## config.mk

```make
export PLATFORM = sky130hd
export DESIGN_NAME = lbpm_pin_mux
export DESIGN_NICKNAME = d
export VERILOG_FILES = /design/src/common/lbpm_pkg.sv /design/src/core/lbpm_pin_mux.sv
export SDC_FILE = /design/constraint.sdc
export NUM_CORES = 1
export LEC_CHECK = 0
export BUFFER_PORTS_ARGS = -buffer_cell sky130_fd_sc_hd__buf_2
export CAP_MARGIN = 40
export CORE_MARGIN = 1.5
export CORE_UTILIZATION = 40
export CTS_BUF_LIST = sky130_fd_sc_hd__clkbuf_16
export DETAILED_ROUTE_END_ITERATION = 7
export GPL_TIMING_DRIVEN = 0
export PLACE_DENSITY = 0.75
export SETUP_SLACK_MARGIN = 0.05
export SLEW_MARGIN = 25
export SYNTH_ARGS = -nofsm -noshare
export SYNTH_HDL_FRONTEND = slang
export SYNTH_SLANG_ARGS = --single-unit
export TNS_END_PERCENT = 20
```

## constraint.sdc

```tcl
create_clock -name clock_in -period 1.7 [get_ports clock_in]
set_input_delay 0.425 -clock clock_in [delete_from_list [all_inputs] [get_ports clock_in]]
set_output_delay 0.425 -clock clock_in [all_outputs]
set_load 0.01 [all_outputs]
```

## src/common/lbpm_pkg.sv

```systemverilog
package lbpm_pkg;
  // ---------------------------------------------------------------
  // Widths and field positions
  // ---------------------------------------------------------------
  localparam int LBPM_ADDR_W        = 16;
  localparam int LBPM_DATA_W        = 16;
  localparam int LBPM_SPLIT_W       = 32;
  localparam int LBPM_PIN_GRP_W     = 8;
  localparam int LBPM_DMA_CH_W      = 4;
  localparam int LBPM_SSC_CS_W      = 4;
  // Field positions of the low shared pin group in DMA mode
  localparam int LBPM_POS_DRQ_LO    = 4;
  localparam int LBPM_POS_DACK_LO   = 0;
  // Field positions of the high shared pin group in serial mode
  localparam int LBPM_POS_SCLK      = 7;
  localparam int LBPM_POS_MOSI      = 6;
  localparam int LBPM_POS_MISO      = 5;
  localparam int LBPM_POS_RSVD      = 4;
  localparam int LBPM_POS_SCS_LO    = 0;
  // ---------------------------------------------------------------
  // Reset values and drive levels
  // ---------------------------------------------------------------
  localparam logic LBPM_RST_DMA_SEL  = 1'b0;
  localparam logic LBPM_RST_SSC_SEL  = 1'b0;
  localparam logic LBPM_RST_DEC_SEL  = 1'b0;
  localparam logic LBPM_RST_SPLIT    = 1'b0;
  localparam logic LBPM_LVL_HI       = 1'b1;
  localparam logic LBPM_LVL_LO       = 1'b0;
  // ---------------------------------------------------------------
  // Line rates in kHz, selected by a 3-bit code
  // ---------------------------------------------------------------
  localparam int LBPM_RATE_SEL_W = 3;
  localparam logic [2:0] LBPM_RATE_1544 = 3'h0;
  localparam logic [2:0] LBPM_RATE_1536 = 3'h1;
  localparam logic [2:0] LBPM_RATE_2048 = 3'h2;
  localparam logic [2:0] LBPM_RATE_4096 = 3'h3;
  localparam logic [2:0] LBPM_RATE_3088 = 3'h4;
  localparam logic [2:0] LBPM_RATE_6176 = 3'h5;
  localparam logic [2:0] LBPM_RATE_8192 = 3'h6;
  localparam logic [13:0] LBPM_KHZ_1544 = 14'd1544;
  localparam logic [13:0] LBPM_KHZ_1536 = 14'd1536;
  localparam logic [13:0] LBPM_KHZ_2048 = 14'd2048;
  localparam logic [13:0] LBPM_KHZ_4096 = 14'd4096;
  localparam logic [13:0] LBPM_KHZ_3088 = 14'd3088;
  localparam logic [13:0] LBPM_KHZ_6176 = 14'd6176;
  localparam logic [13:0] LBPM_KHZ_8192 = 14'd8192;
  // Hold arbitration states
  typedef enum logic [1:0] {
    LBPM_OWN, LBPM_REQ_HOLD, LBPM_IN_HOLD, LBPM_REGAIN
  } lbpm_hold_t;
endpackage : lbpm_pkg

```

## src/core/lbpm_pin_mux.sv

```systemverilog
module lbpm_pin_mux
  import lbpm_pkg::*;
(
  // Clock and reset
  input  wire logic                          clock_in,
  input  wire logic                          rst_b_in,
  // Configuration bits
  input  wire logic                          split_bus_select_in,
  input  wire logic                          local_bus_dma_select_in,
  input  wire logic                          sync_serial_select_in,
  input  wire logic                          decode_scheme_select_in,
  input  wire logic [lbpm_pkg::LBPM_RATE_SEL_W-1:0] line_rate_sel_in,
  output logic      [13:0]                   line_rate_khz_out,
  // Core side: local bus and split-bus address
  input  wire logic [lbpm_pkg::LBPM_ADDR_W-1:0]  core_addr_in,
  input  wire logic [lbpm_pkg::LBPM_DATA_W-1:0]  core_wdata_in,
  input  wire logic                          core_drive_data_in,
  input  wire logic                          core_bus_active_in,
  input  wire logic [lbpm_pkg::LBPM_SPLIT_W-1:0] split_addr_in,
  input  wire logic                          core_periph_select_in,
  input  wire logic                          core_irq_in,
  input  wire logic                          core_ready_in,
  output logic      [lbpm_pkg::LBPM_ADDR_W-1:0]  core_addr_sample_out,
  output logic      [lbpm_pkg::LBPM_DATA_W-1:0]  core_rdata_out,
  output logic                               core_slave_selected_out,
  output logic                               core_ready_seen_out,
  output logic                               core_in_hold_out,
  output logic      [1:0]                    periph_irq_active_out,
  // Local address and data pins
  input  wire logic [lbpm_pkg::LBPM_ADDR_W-1:0]  local_addr_bus_in,
  output logic      [lbpm_pkg::LBPM_ADDR_W-1:0]  local_addr_bus_out,
  output logic                               local_addr_bus_oe_out,
  input  wire logic [lbpm_pkg::LBPM_DATA_W-1:0]  local_data_bus_in,
  output logic      [lbpm_pkg::LBPM_DATA_W-1:0]  local_data_bus_out,
  output logic                               local_data_bus_oe_out,
  // Hold handshake and selects
  input  wire logic                          local_hold_request_in,
  output logic                               local_bus_request_out,
  input  wire logic                          local_hold_ack_in,
  output logic                               local_hold_ack_out,
  output logic                               local_hold_ack_oe_out,
  input  wire logic                          slave_select_in,
  output logic                               periph_select_out,
  // Ready strobe and interrupts
  input  wire logic                          local_ready_extend_in,
  output logic                               local_ready_extend_out,
  output logic                               local_ready_extend_oe_out,
  input  wire logic                          periph_irq_in_one,
  input  wire logic                          periph_irq_in_two,
  output logic                               local_irq_out,
  // Low shared pin group: general pins 0..7 or DMA lines
  input  wire logic [lbpm_pkg::LBPM_PIN_GRP_W-1:0] gp_lo_pins_in,
  output logic      [lbpm_pkg::LBPM_PIN_GRP_W-1:0] gp_lo_pins_out,
  output logic      [lbpm_pkg::LBPM_PIN_GRP_W-1:0] gp_lo_pins_oe_out,
  input  wire logic [lbpm_pkg::LBPM_PIN_GRP_W-1:0] general_pins_lo_out_in,
  input  wire logic [lbpm_pkg::LBPM_PIN_GRP_W-1:0] general_pins_lo_oe_in,
  output logic      [lbpm_pkg::LBPM_PIN_GRP_W-1:0] general_pins_lo_rd_out,
  input  wire logic [lbpm_pkg::LBPM_DMA_CH_W-1:0]  dma_ack_in,
  output logic      [lbpm_pkg::LBPM_DMA_CH_W-1:0]  dma_req_out,
  // High shared pin group: general pins 8..15 or serial port
  input  wire logic [lbpm_pkg::LBPM_PIN_GRP_W-1:0] gp_hi_pins_in,
  output logic      [lbpm_pkg::LBPM_PIN_GRP_W-1:0] gp_hi_pins_out,
  output logic      [lbpm_pkg::LBPM_PIN_GRP_W-1:0] gp_hi_pins_oe_out,
  input  wire logic [lbpm_pkg::LBPM_PIN_GRP_W-1:0] general_pins_hi_out_in,
  input  wire logic [lbpm_pkg::LBPM_PIN_GRP_W-1:0] general_pins_hi_oe_in,
  output logic      [lbpm_pkg::LBPM_PIN_GRP_W-1:0] general_pins_hi_rd_out,
  input  wire logic                          ssc_master_in,
  input  wire logic                          ssc_clk_out_in,
  input  wire logic                          ssc_mosi_in,
  input  wire logic [lbpm_pkg::LBPM_SSC_CS_W-1:0]  ssc_cs_in,
  output logic                               ssc_clk_rd_out,
  output logic                               ssc_miso_rd_out,
  output logic                               ssc_mosi_rd_out,
  // Serial frame highway
  input  wire logic                          rx_line_clock_in,
  input  wire logic                          rx_frame_pulse_in,
  input  wire logic                          tx_line_clock_in,
  input  wire logic                          tx_frame_pulse_in,
  input  wire logic                          tx_bit_data_in,
  input  wire logic                          tx_bit_active_in,
  output logic                               rx_frame_start_out,
  output logic                               tx_frame_end_out,
  output logic                               tx_data_out,
  output logic                               tx_data_oe_out,
  output logic                               tx_drive_indicator
);
  import lbpm_pkg::*;

  // ---------------------------------------------------------------
  // Input synchronisers
  // ---------------------------------------------------------------
  localparam int NSYNC = 48;
  logic [NSYNC-1:0] async_w;
  logic [NSYNC-1:0] s1_q;
  logic [NSYNC-1:0] s2_q;
  assign async_w = {local_addr_bus_in, local_data_bus_in,
                    gp_lo_pins_in, gp_hi_pins_in};
  // Pins are not related to our clock, so two stages first
  always_ff @(posedge clock_in or negedge rst_b_in) begin
    if (!rst_b_in) begin
      s1_q <= '0;
      s2_q <= '0;
    end else begin
      s1_q <= async_w;
      s2_q <= s1_q;
    end
  end
  logic [15:0] addr_s;
  logic [15:0] data_s;
  logic [7:0]  lo_s;
  logic [7:0]  hi_s;
  assign {addr_s, data_s, lo_s, hi_s} = s2_q;

  // Single-bit control inputs and the 3-bit rate select, synchronised as a group
  localparam int NCTL = 17;
  logic [NCTL-1:0] c_w;
  logic [NCTL-1:0] c1_q;
  logic [NCTL-1:0] c2_q;
  logic [NCTL-1:0] c3_q;
  assign c_w = {split_bus_select_in, local_bus_dma_select_in,
                sync_serial_select_in, decode_scheme_select_in,
                local_hold_request_in, local_hold_ack_in,
                slave_select_in, local_ready_extend_in,
                periph_irq_in_one, periph_irq_in_two,
                rx_line_clock_in, rx_frame_pulse_in,
                tx_line_clock_in, tx_frame_pulse_in,
                line_rate_sel_in};
  always_ff @(posedge clock_in or negedge rst_b_in) begin
    // Idle levels: hold request, slave select and ready high, rest low
    if (!rst_b_in) begin
      c1_q <= 17'h01600;
      c2_q <= 17'h01600;
      c3_q <= 17'h01600;
    end else begin
      c1_q <= c_w;
      c2_q <= c1_q;
      c3_q <= c2_q;
    end
  end
  logic split_s, dma_s, ssc_s, dec_s, hreq_s, hack_s, ssel_s, rdy_s;
  logic irq1_s, irq2_s, rxc_s, rsp_s, txc_s, tsp_s, rxc_p, txc_p;
  logic [2:0] rate_s;
  assign {split_s, dma_s, ssc_s, dec_s, hreq_s, hack_s, ssel_s, rdy_s,
          irq1_s, irq2_s, rxc_s, rsp_s, txc_s, tsp_s, rate_s} = c2_q;
  assign rxc_p = c3_q[6];
  assign txc_p = c3_q[4];

  // ---------------------------------------------------------------
  // Registered configuration
  // ---------------------------------------------------------------
  logic split_q, split_d, dma_q, dma_d, ssc_q, ssc_d, dec_q, dec_d;
  // Mode bits change only here, so every mux sees one clean edge
  always_comb begin
    split_d = split_s;
    dma_d   = dma_s;
    ssc_d   = ssc_s;
    dec_d   = dec_s;
  end
  always_ff @(posedge clock_in or negedge rst_b_in) begin
    if (!rst_b_in) begin
      split_q <= LBPM_RST_SPLIT;
      dma_q   <= LBPM_RST_DMA_SEL;
      ssc_q   <= LBPM_RST_SSC_SEL;
      dec_q   <= LBPM_RST_DEC_SEL;
    end else begin
      split_q <= split_d;
      dma_q   <= dma_d;
      ssc_q   <= ssc_d;
      dec_q   <= dec_d;
    end
  end

  // Line rate lookup
  function automatic logic [13:0] rate_khz(input logic [2:0] sel);
    case (sel)
      LBPM_RATE_1544: rate_khz = LBPM_KHZ_1544;
      LBPM_RATE_1536: rate_khz = LBPM_KHZ_1536;
      LBPM_RATE_2048: rate_khz = LBPM_KHZ_2048;
      LBPM_RATE_4096: rate_khz = LBPM_KHZ_4096;
      LBPM_RATE_3088: rate_khz = LBPM_KHZ_3088;
      LBPM_RATE_6176: rate_khz = LBPM_KHZ_6176;
      LBPM_RATE_8192: rate_khz = LBPM_KHZ_8192;
      default:        rate_khz = LBPM_KHZ_2048;
    endcase
  endfunction : rate_khz

  // ---------------------------------------------------------------
  // Hold arbitration
  // ---------------------------------------------------------------
  lbpm_hold_t hold_q, hold_d;
  // The ack pin reads back our own low level for two clocks after we
  // release it, so a hold decision waits for the synchroniser
  localparam logic [1:0] SETTLE_N = 2'd2;
  logic [1:0] settle_q, settle_d;
  always_comb begin
    hold_d   = hold_q;
    settle_d = 2'd0;
    if (hold_q == LBPM_REQ_HOLD && settle_q != SETTLE_N) begin
      settle_d = settle_q + 2'd1;
    end else if (hold_q == LBPM_REQ_HOLD) begin
      settle_d = settle_q;
    end
    case (hold_q)
      LBPM_OWN:      if (!hreq_s && !core_bus_active_in) begin
        hold_d = LBPM_IN_HOLD;
      end
      LBPM_IN_HOLD:  if (hreq_s && !hack_s) begin
        hold_d = LBPM_REQ_HOLD;
      end
      LBPM_REQ_HOLD: if (settle_q == SETTLE_N && hreq_s && !hack_s) begin
        hold_d = LBPM_REGAIN;
      end else if (settle_q == SETTLE_N && hack_s) begin
        hold_d = LBPM_IN_HOLD;
      end
      LBPM_REGAIN:   hold_d = LBPM_OWN;
      default:       hold_d = LBPM_OWN;
    endcase
  end

  // ---------------------------------------------------------------
  // Output registers
  // ---------------------------------------------------------------
  logic [15:0] la_o_d, ld_o_d, la_o_q, ld_o_q;
  logic        la_oe_d, ld_oe_d, la_oe_q, ld_oe_q;
  logic [7:0]  lo_o_d, lo_oe_d, hi_o_d, hi_oe_d;
  logic [7:0]  lo_o_q, lo_oe_q, hi_o_q, hi_oe_q;
  logic        held_w;
  assign held_w = (hold_q == LBPM_IN_HOLD) || (hold_q == LBPM_REQ_HOLD);
  logic        held_d;
  // Outside split mode, drop the bus on the same edge that confirms hold, never after it
  assign held_d = (hold_d == LBPM_IN_HOLD) || (hold_d == LBPM_REQ_HOLD);
  always_comb begin
    // Split mode reuses the address and data buses as one 32-bit address
    if (split_q) begin
      la_o_d  = split_addr_in[15:0];
      ld_o_d  = split_addr_in[31:16];
      la_oe_d = 1'b1;
      ld_oe_d = 1'b1;
    end else begin
      la_o_d  = core_addr_in;
      ld_o_d  = core_wdata_in;
      la_oe_d = !held_d;
      ld_oe_d = !held_d && core_drive_data_in;
    end
    // Low group: general pins or DMA request/ack lines
    if (dma_q) begin
      lo_o_d  = 8'h00;
      lo_o_d[LBPM_POS_DACK_LO +: 4] = dma_ack_in;
      lo_oe_d = 8'h0f;
    end else begin
      lo_o_d  = general_pins_lo_out_in;
      lo_oe_d = general_pins_lo_oe_in;
    end
    // High group: general pins or serial port lines
    if (ssc_q) begin
      hi_o_d = 8'h00;
      hi_o_d[LBPM_POS_SCLK] = ssc_clk_out_in;
      hi_o_d[LBPM_POS_MOSI] = ssc_mosi_in;
      hi_o_d[LBPM_POS_MISO] = ssc_mosi_in; // As slave we answer here
      hi_o_d[LBPM_POS_SCS_LO +: 4] = ssc_cs_in;
      hi_oe_d = {ssc_master_in, ssc_master_in, !ssc_master_in,
                 1'b0, 4'hf};
    end else begin
      hi_o_d  = general_pins_hi_out_in;
      hi_oe_d = general_pins_hi_oe_in;
    end
  end

  logic rxs_q, txe_q, txd_q, txoe_q, txind_q;
  always_ff @(posedge clock_in or negedge rst_b_in) begin
    if (!rst_b_in) begin
      hold_q <= LBPM_OWN;
      settle_q <= 2'd0;
      la_o_q <= '0; ld_o_q <= '0; la_oe_q <= 1'b0; ld_oe_q <= 1'b0;
      lo_o_q <= '0; lo_oe_q <= '0; hi_o_q <= '0; hi_oe_q <= '0;
      rxs_q <= 1'b0; txe_q <= 1'b0;
      txd_q <= 1'b0; txoe_q <= 1'b0; txind_q <= 1'b1;
    end else begin
      hold_q <= hold_d;
      settle_q <= settle_d;
      la_o_q <= la_o_d; ld_o_q <= ld_o_d;
      la_oe_q <= la_oe_d; ld_oe_q <= ld_oe_d;
      lo_o_q <= lo_o_d; lo_oe_q <= lo_oe_d;
      hi_o_q <= hi_o_d; hi_oe_q <= hi_oe_d;
      // Frame pulses sampled on the rising line-clock edge
      rxs_q <= rxc_s && !rxc_p && rsp_s;
      txe_q <= txc_s && !txc_p && tsp_s;
      txd_q   <= tx_bit_data_in;
      txoe_q  <= tx_bit_active_in;
      txind_q <= !tx_bit_active_in;
    end
  end

  // ---------------------------------------------------------------
  // Pin and core-side outputs
  // ---------------------------------------------------------------
  assign local_addr_bus_out    = la_o_q;
  assign local_addr_bus_oe_out = la_oe_q;
  assign local_data_bus_out    = ld_o_q;
  assign local_data_bus_oe_out = ld_oe_q;
  assign gp_lo_pins_out        = lo_o_q;
  assign gp_lo_pins_oe_out     = lo_oe_q;
  assign gp_hi_pins_out        = hi_o_q;
  assign gp_hi_pins_oe_out     = hi_oe_q;
  assign core_addr_sample_out  = addr_s;
  assign core_rdata_out        = data_s;
  assign general_pins_lo_rd_out = lo_s;
  assign general_pins_hi_rd_out = hi_s;
  assign dma_req_out      = dma_q ? lo_s[LBPM_POS_DRQ_LO +: 4] : 4'h0;
  assign ssc_clk_rd_out   = ssc_q & hi_s[LBPM_POS_SCLK];
  assign ssc_miso_rd_out  = ssc_q & hi_s[LBPM_POS_MISO];
  assign ssc_mosi_rd_out  = ssc_q & hi_s[LBPM_POS_MOSI];
  // Hold ack pin: output low only in LBPM_IN_HOLD, else an input
  assign local_hold_ack_out    = LBPM_LVL_LO;
  assign local_hold_ack_oe_out = (hold_q == LBPM_IN_HOLD);
  assign local_bus_request_out = !(hold_q == LBPM_REQ_HOLD);
  assign core_in_hold_out      = held_w;
  assign core_slave_selected_out = !ssel_s;
  assign periph_select_out     = !core_periph_select_in;
  // Ready is pulled low by us while we are slave selected and our side is not ready
  assign local_ready_extend_out    = LBPM_LVL_LO;
  assign local_ready_extend_oe_out = !ssel_s && !core_ready_in;
  assign core_ready_seen_out       = rdy_s;
  // Unused inputs idle high in one scheme, low in the other
  assign periph_irq_active_out = {irq2_s ^ dec_q, irq1_s ^ dec_q};
  assign local_irq_out       = !core_irq_in;
  assign line_rate_khz_out   = rate_khz(rate_s);
  assign rx_frame_start_out  = rxs_q;
  assign tx_frame_end_out    = txe_q;
  assign tx_data_out         = txd_q;
  assign tx_data_oe_out      = txoe_q;
  assign tx_drive_indicator  = txind_q;
endmodule : lbpm_pin_mux

```

==> results.ini <==
[run_status]
status = finished with violations
violations = negative setup slack

[synthesis]
synth.avg_cell_area_um2 = 17.7
ys_seq_area_share_pct = 82.7
synth_cell_type_count = 29
syn_area_mm2 = 0.00639
synth_seq_cells = 211
yosysWarnings = 0
syn_inst = 362

[die]
rows = 46
dieArea_mm2 = 0.0168
die_h_um = 129
die_w_um = 129
core_mm2 = 0.0158
start_util_pct = 40.5
io_pins = 333

[place]
io_buffers = 324
dp_hpwl_um = 10100
gp_congestion = 0.746
post-place-cells = 911

[route]
drt-pass1-iter-count = 4
routed_wl_um = 13700
vias = 3982
viasPerCell = 4.15
drc_errors = 0
drtIter0Drc = 135
wl_per_cell_um = 14.3
ant_nets = 0

[clock_tree]
htreeDepth = 1
clk_pin_slew_worst_paths_ns = 0.06
cts.sink_count = 211
cts_root_buffer = clkbuf_16
cts_tree = done
clk_latency_ns = 0.50
cts_buffers = 22
clockBufferDepth = 3

[global_route]
track_usage_pct = 15.7
grt_pass1_vias = 4053
grt_pass1_wl_um = 20100
antenna_found_initial = 1
grt_overflow_total = 0
grt_max_degree = 97

[sta]
final-setup-viol-count = 10
setup_tns_ns = -0.437
fin_crit_sh_pct = 105
drv_slew = 0
setup_ws_ns = -0.0809
holdWs_ns = 0.0257
fmaxAchievable_mhz = 562
rsz0062_at_grt = yes
min_period_ns = 1.78
fin_skew_ns = 0.0156
hold_viol = 0

[pwr]
p_per_area_mw_per_mm2 = 1240
leakagePower_nw = 4.72
total_power_w = 0.0115
vdd_drop_max_mv = 1.04

[critical_path]
cp-end-kind = output port
crit_family = flip-flops
cp_max_fo = 6
cp_num_buf_inv = 2
arrival_ns = 1.36
critPathLaunchType = flop
r2r_slack_ns = 0.14
critPathSlowestCell = dfrtp_2
required_ns = 1.27
path_class = flop to output port
critical-path-max-stage-delay_ns = 0.45
crit_path_cell_trace = buf_4 -> a21oi_1 -> buf_2

[finish]
final_common_cell = buf_2
fillerInstances = 1276
fin_cells = 959
layout-drive-gt1-share_pct = 61.7
fin_util_pct = 58.9
area_growth_pct = 45.3
layout_common_cells = buf_2, dfrtp_1, mux2_2, clkbuf_16, buf_4
fin_nets = 911

[worst_hold_path]
min_path_type = primary input to flop

[run]
drv_cap = 0

Yosys cell counts:
cell type | instances | area share, %
dfrtp_1 | 204 | 80
mux2_2 | 41 | 7.2
inv_1 | 16 | 0.94
nor2_1 | 11 | 0.65
nor2b_1 | 10 | 0.98
and2_1 | 8 | 0.78
buf_4 | 8 | 0.94
or2_2 | 8 | 0.78
clkbuf_1 | 7 | 0.41
dfstp_2 | 7 | 2.9
nand2_1 | 6 | 0.35
o21ai_0 | 5 | 0.39
a21oi_1 | 4 | 0.31
ha_1 | 4 | 0.78
xor2_1 | 4 | 0.55
buf_2 | 3 | 0.23
nand2b_1 | 2 | 0.20
nor3_1 | 2 | 0.16
xnor2_1 | 2 | 0.27
a211o_1 | 1 | 0.14
a211oi_1 | 1 | 0.12
a21o_1 | 1 | 0.12
conb_1 | 1 | 0.059
mux2i_1 | 1 | 0.16
nor3b_1 | 1 | 0.12
o211ai_1 | 1 | 0.12
o21ai_1 | 1 | 0.078
o31ai_4 | 1 | 0.33
or2_1 | 1 | 0.098
routing by layer:
metal  global-route usage [%]  vias up  routed length (um)
li1                         -     1869                   -
met1                     18.7     1886                5230
met2                     26.6      196                6870
met3                     5.37       31                1230
met4                     5.49        0                 388
met5                        0        -                   0
sequential cells by signal (all words and copies together), names as in the netlist, 2 cells and up:
register / flops
c1_q: 17
c2_q: 17
c3_q: 2
gp_hi_pins_oe_out: 8
gp_hi_pins_out: 8
gp_lo_pins_oe_out: 8
gp_lo_pins_out: 8
hold_q: 2
local_addr_bus_out: 16
local_data_bus_out: 16
s1_q: 48
s2_q: 48
settle_q: 2
worst paths after layout:
path                                  startpoint  cells after the start               endpoint
max in group asynchronous               rst_b_in                      3                c2_q[9]
min in group asynchronous               rst_b_in                      2  local_addr_bus_out[1]
max                                      c2_q[2]                      3  line_rate_khz_out[10]
min reg2reg                              s1_q[6]                      0                s2_q[6]
max reg2reg                            hold_q[1]                      8  local_addr_bus_oe_out
min                        local_ready_extend_in                      1                c1_q[9]
cell type report:
cell class	count	area (um^2)	area share, %
timing repair buffer	337	1810	19.5
clock buffer	22	551	5.93
multi-input combinational	124	1050	11.3
sequential	211	5300	57.0
buffer	14	86.3	0.930
inverter	16	65.1	0.701
antenna	1	2.50	0.0269
tap	216	270	2.91
clock inverter	18	155	1.67
worst register-to-register path: stages (launching register included):
cell,delay (ns)
dfrtp_1,0.40
inv_2,0.11
ha_4,0.17
inv_4,0.04
buf_4,0.12
a211oi_2,0.14
o21ai_1,0.11
xnor2_1,0.16
or2_1,0.21
through the flow:
| step | instance area [um^2] | setup WS [ns] |
|---|---|---|
| 2_1_floorplan | 6420 | 0.154 |
| 3_3_place_gp | 8310 | -3.15 |
| 3_5_place_dp | 8380 | 0.0143 |
| 4_1_cts | 9150 | -0.111 |
| 5_1_grt | 9290 | -0.142 |
| 6_report | 9290 | -0.0809 |
cells by family (layout without fill, tap and decap cells):
family	after synthesis	in the layout	share of synthesized area (%)
multiplexers	42	42	7.38
adder cells (fa/ha/maj)	4	4	0.783
other	1	9	0.0587
AND/OR/NAND/NOR	49	49	4.11
flip-flops	211	211	82.7
XOR/XNOR	6	6	0.822
buffers and inverters	34	407	2.52
AO/OA/AOI/OAI	15	15	1.60
repair_timing:
action	in CTS	in global routing
pin swaps	5	6
gates resized for setup	10	23
hold endpoints to repair	24	0
endpoints found under the setup margin	22	24
hold buffers	1	0
setup buffers	7	3
power breakdown:
group	total [W]	internal, W	switching, W
clock network	0.00456	0.00268	0.00188
logic	0.00147	0.000760	0.000708
registers	0.00547	0.00535	0.000124
Note: power is estimated with default switching activity, not from simulation.
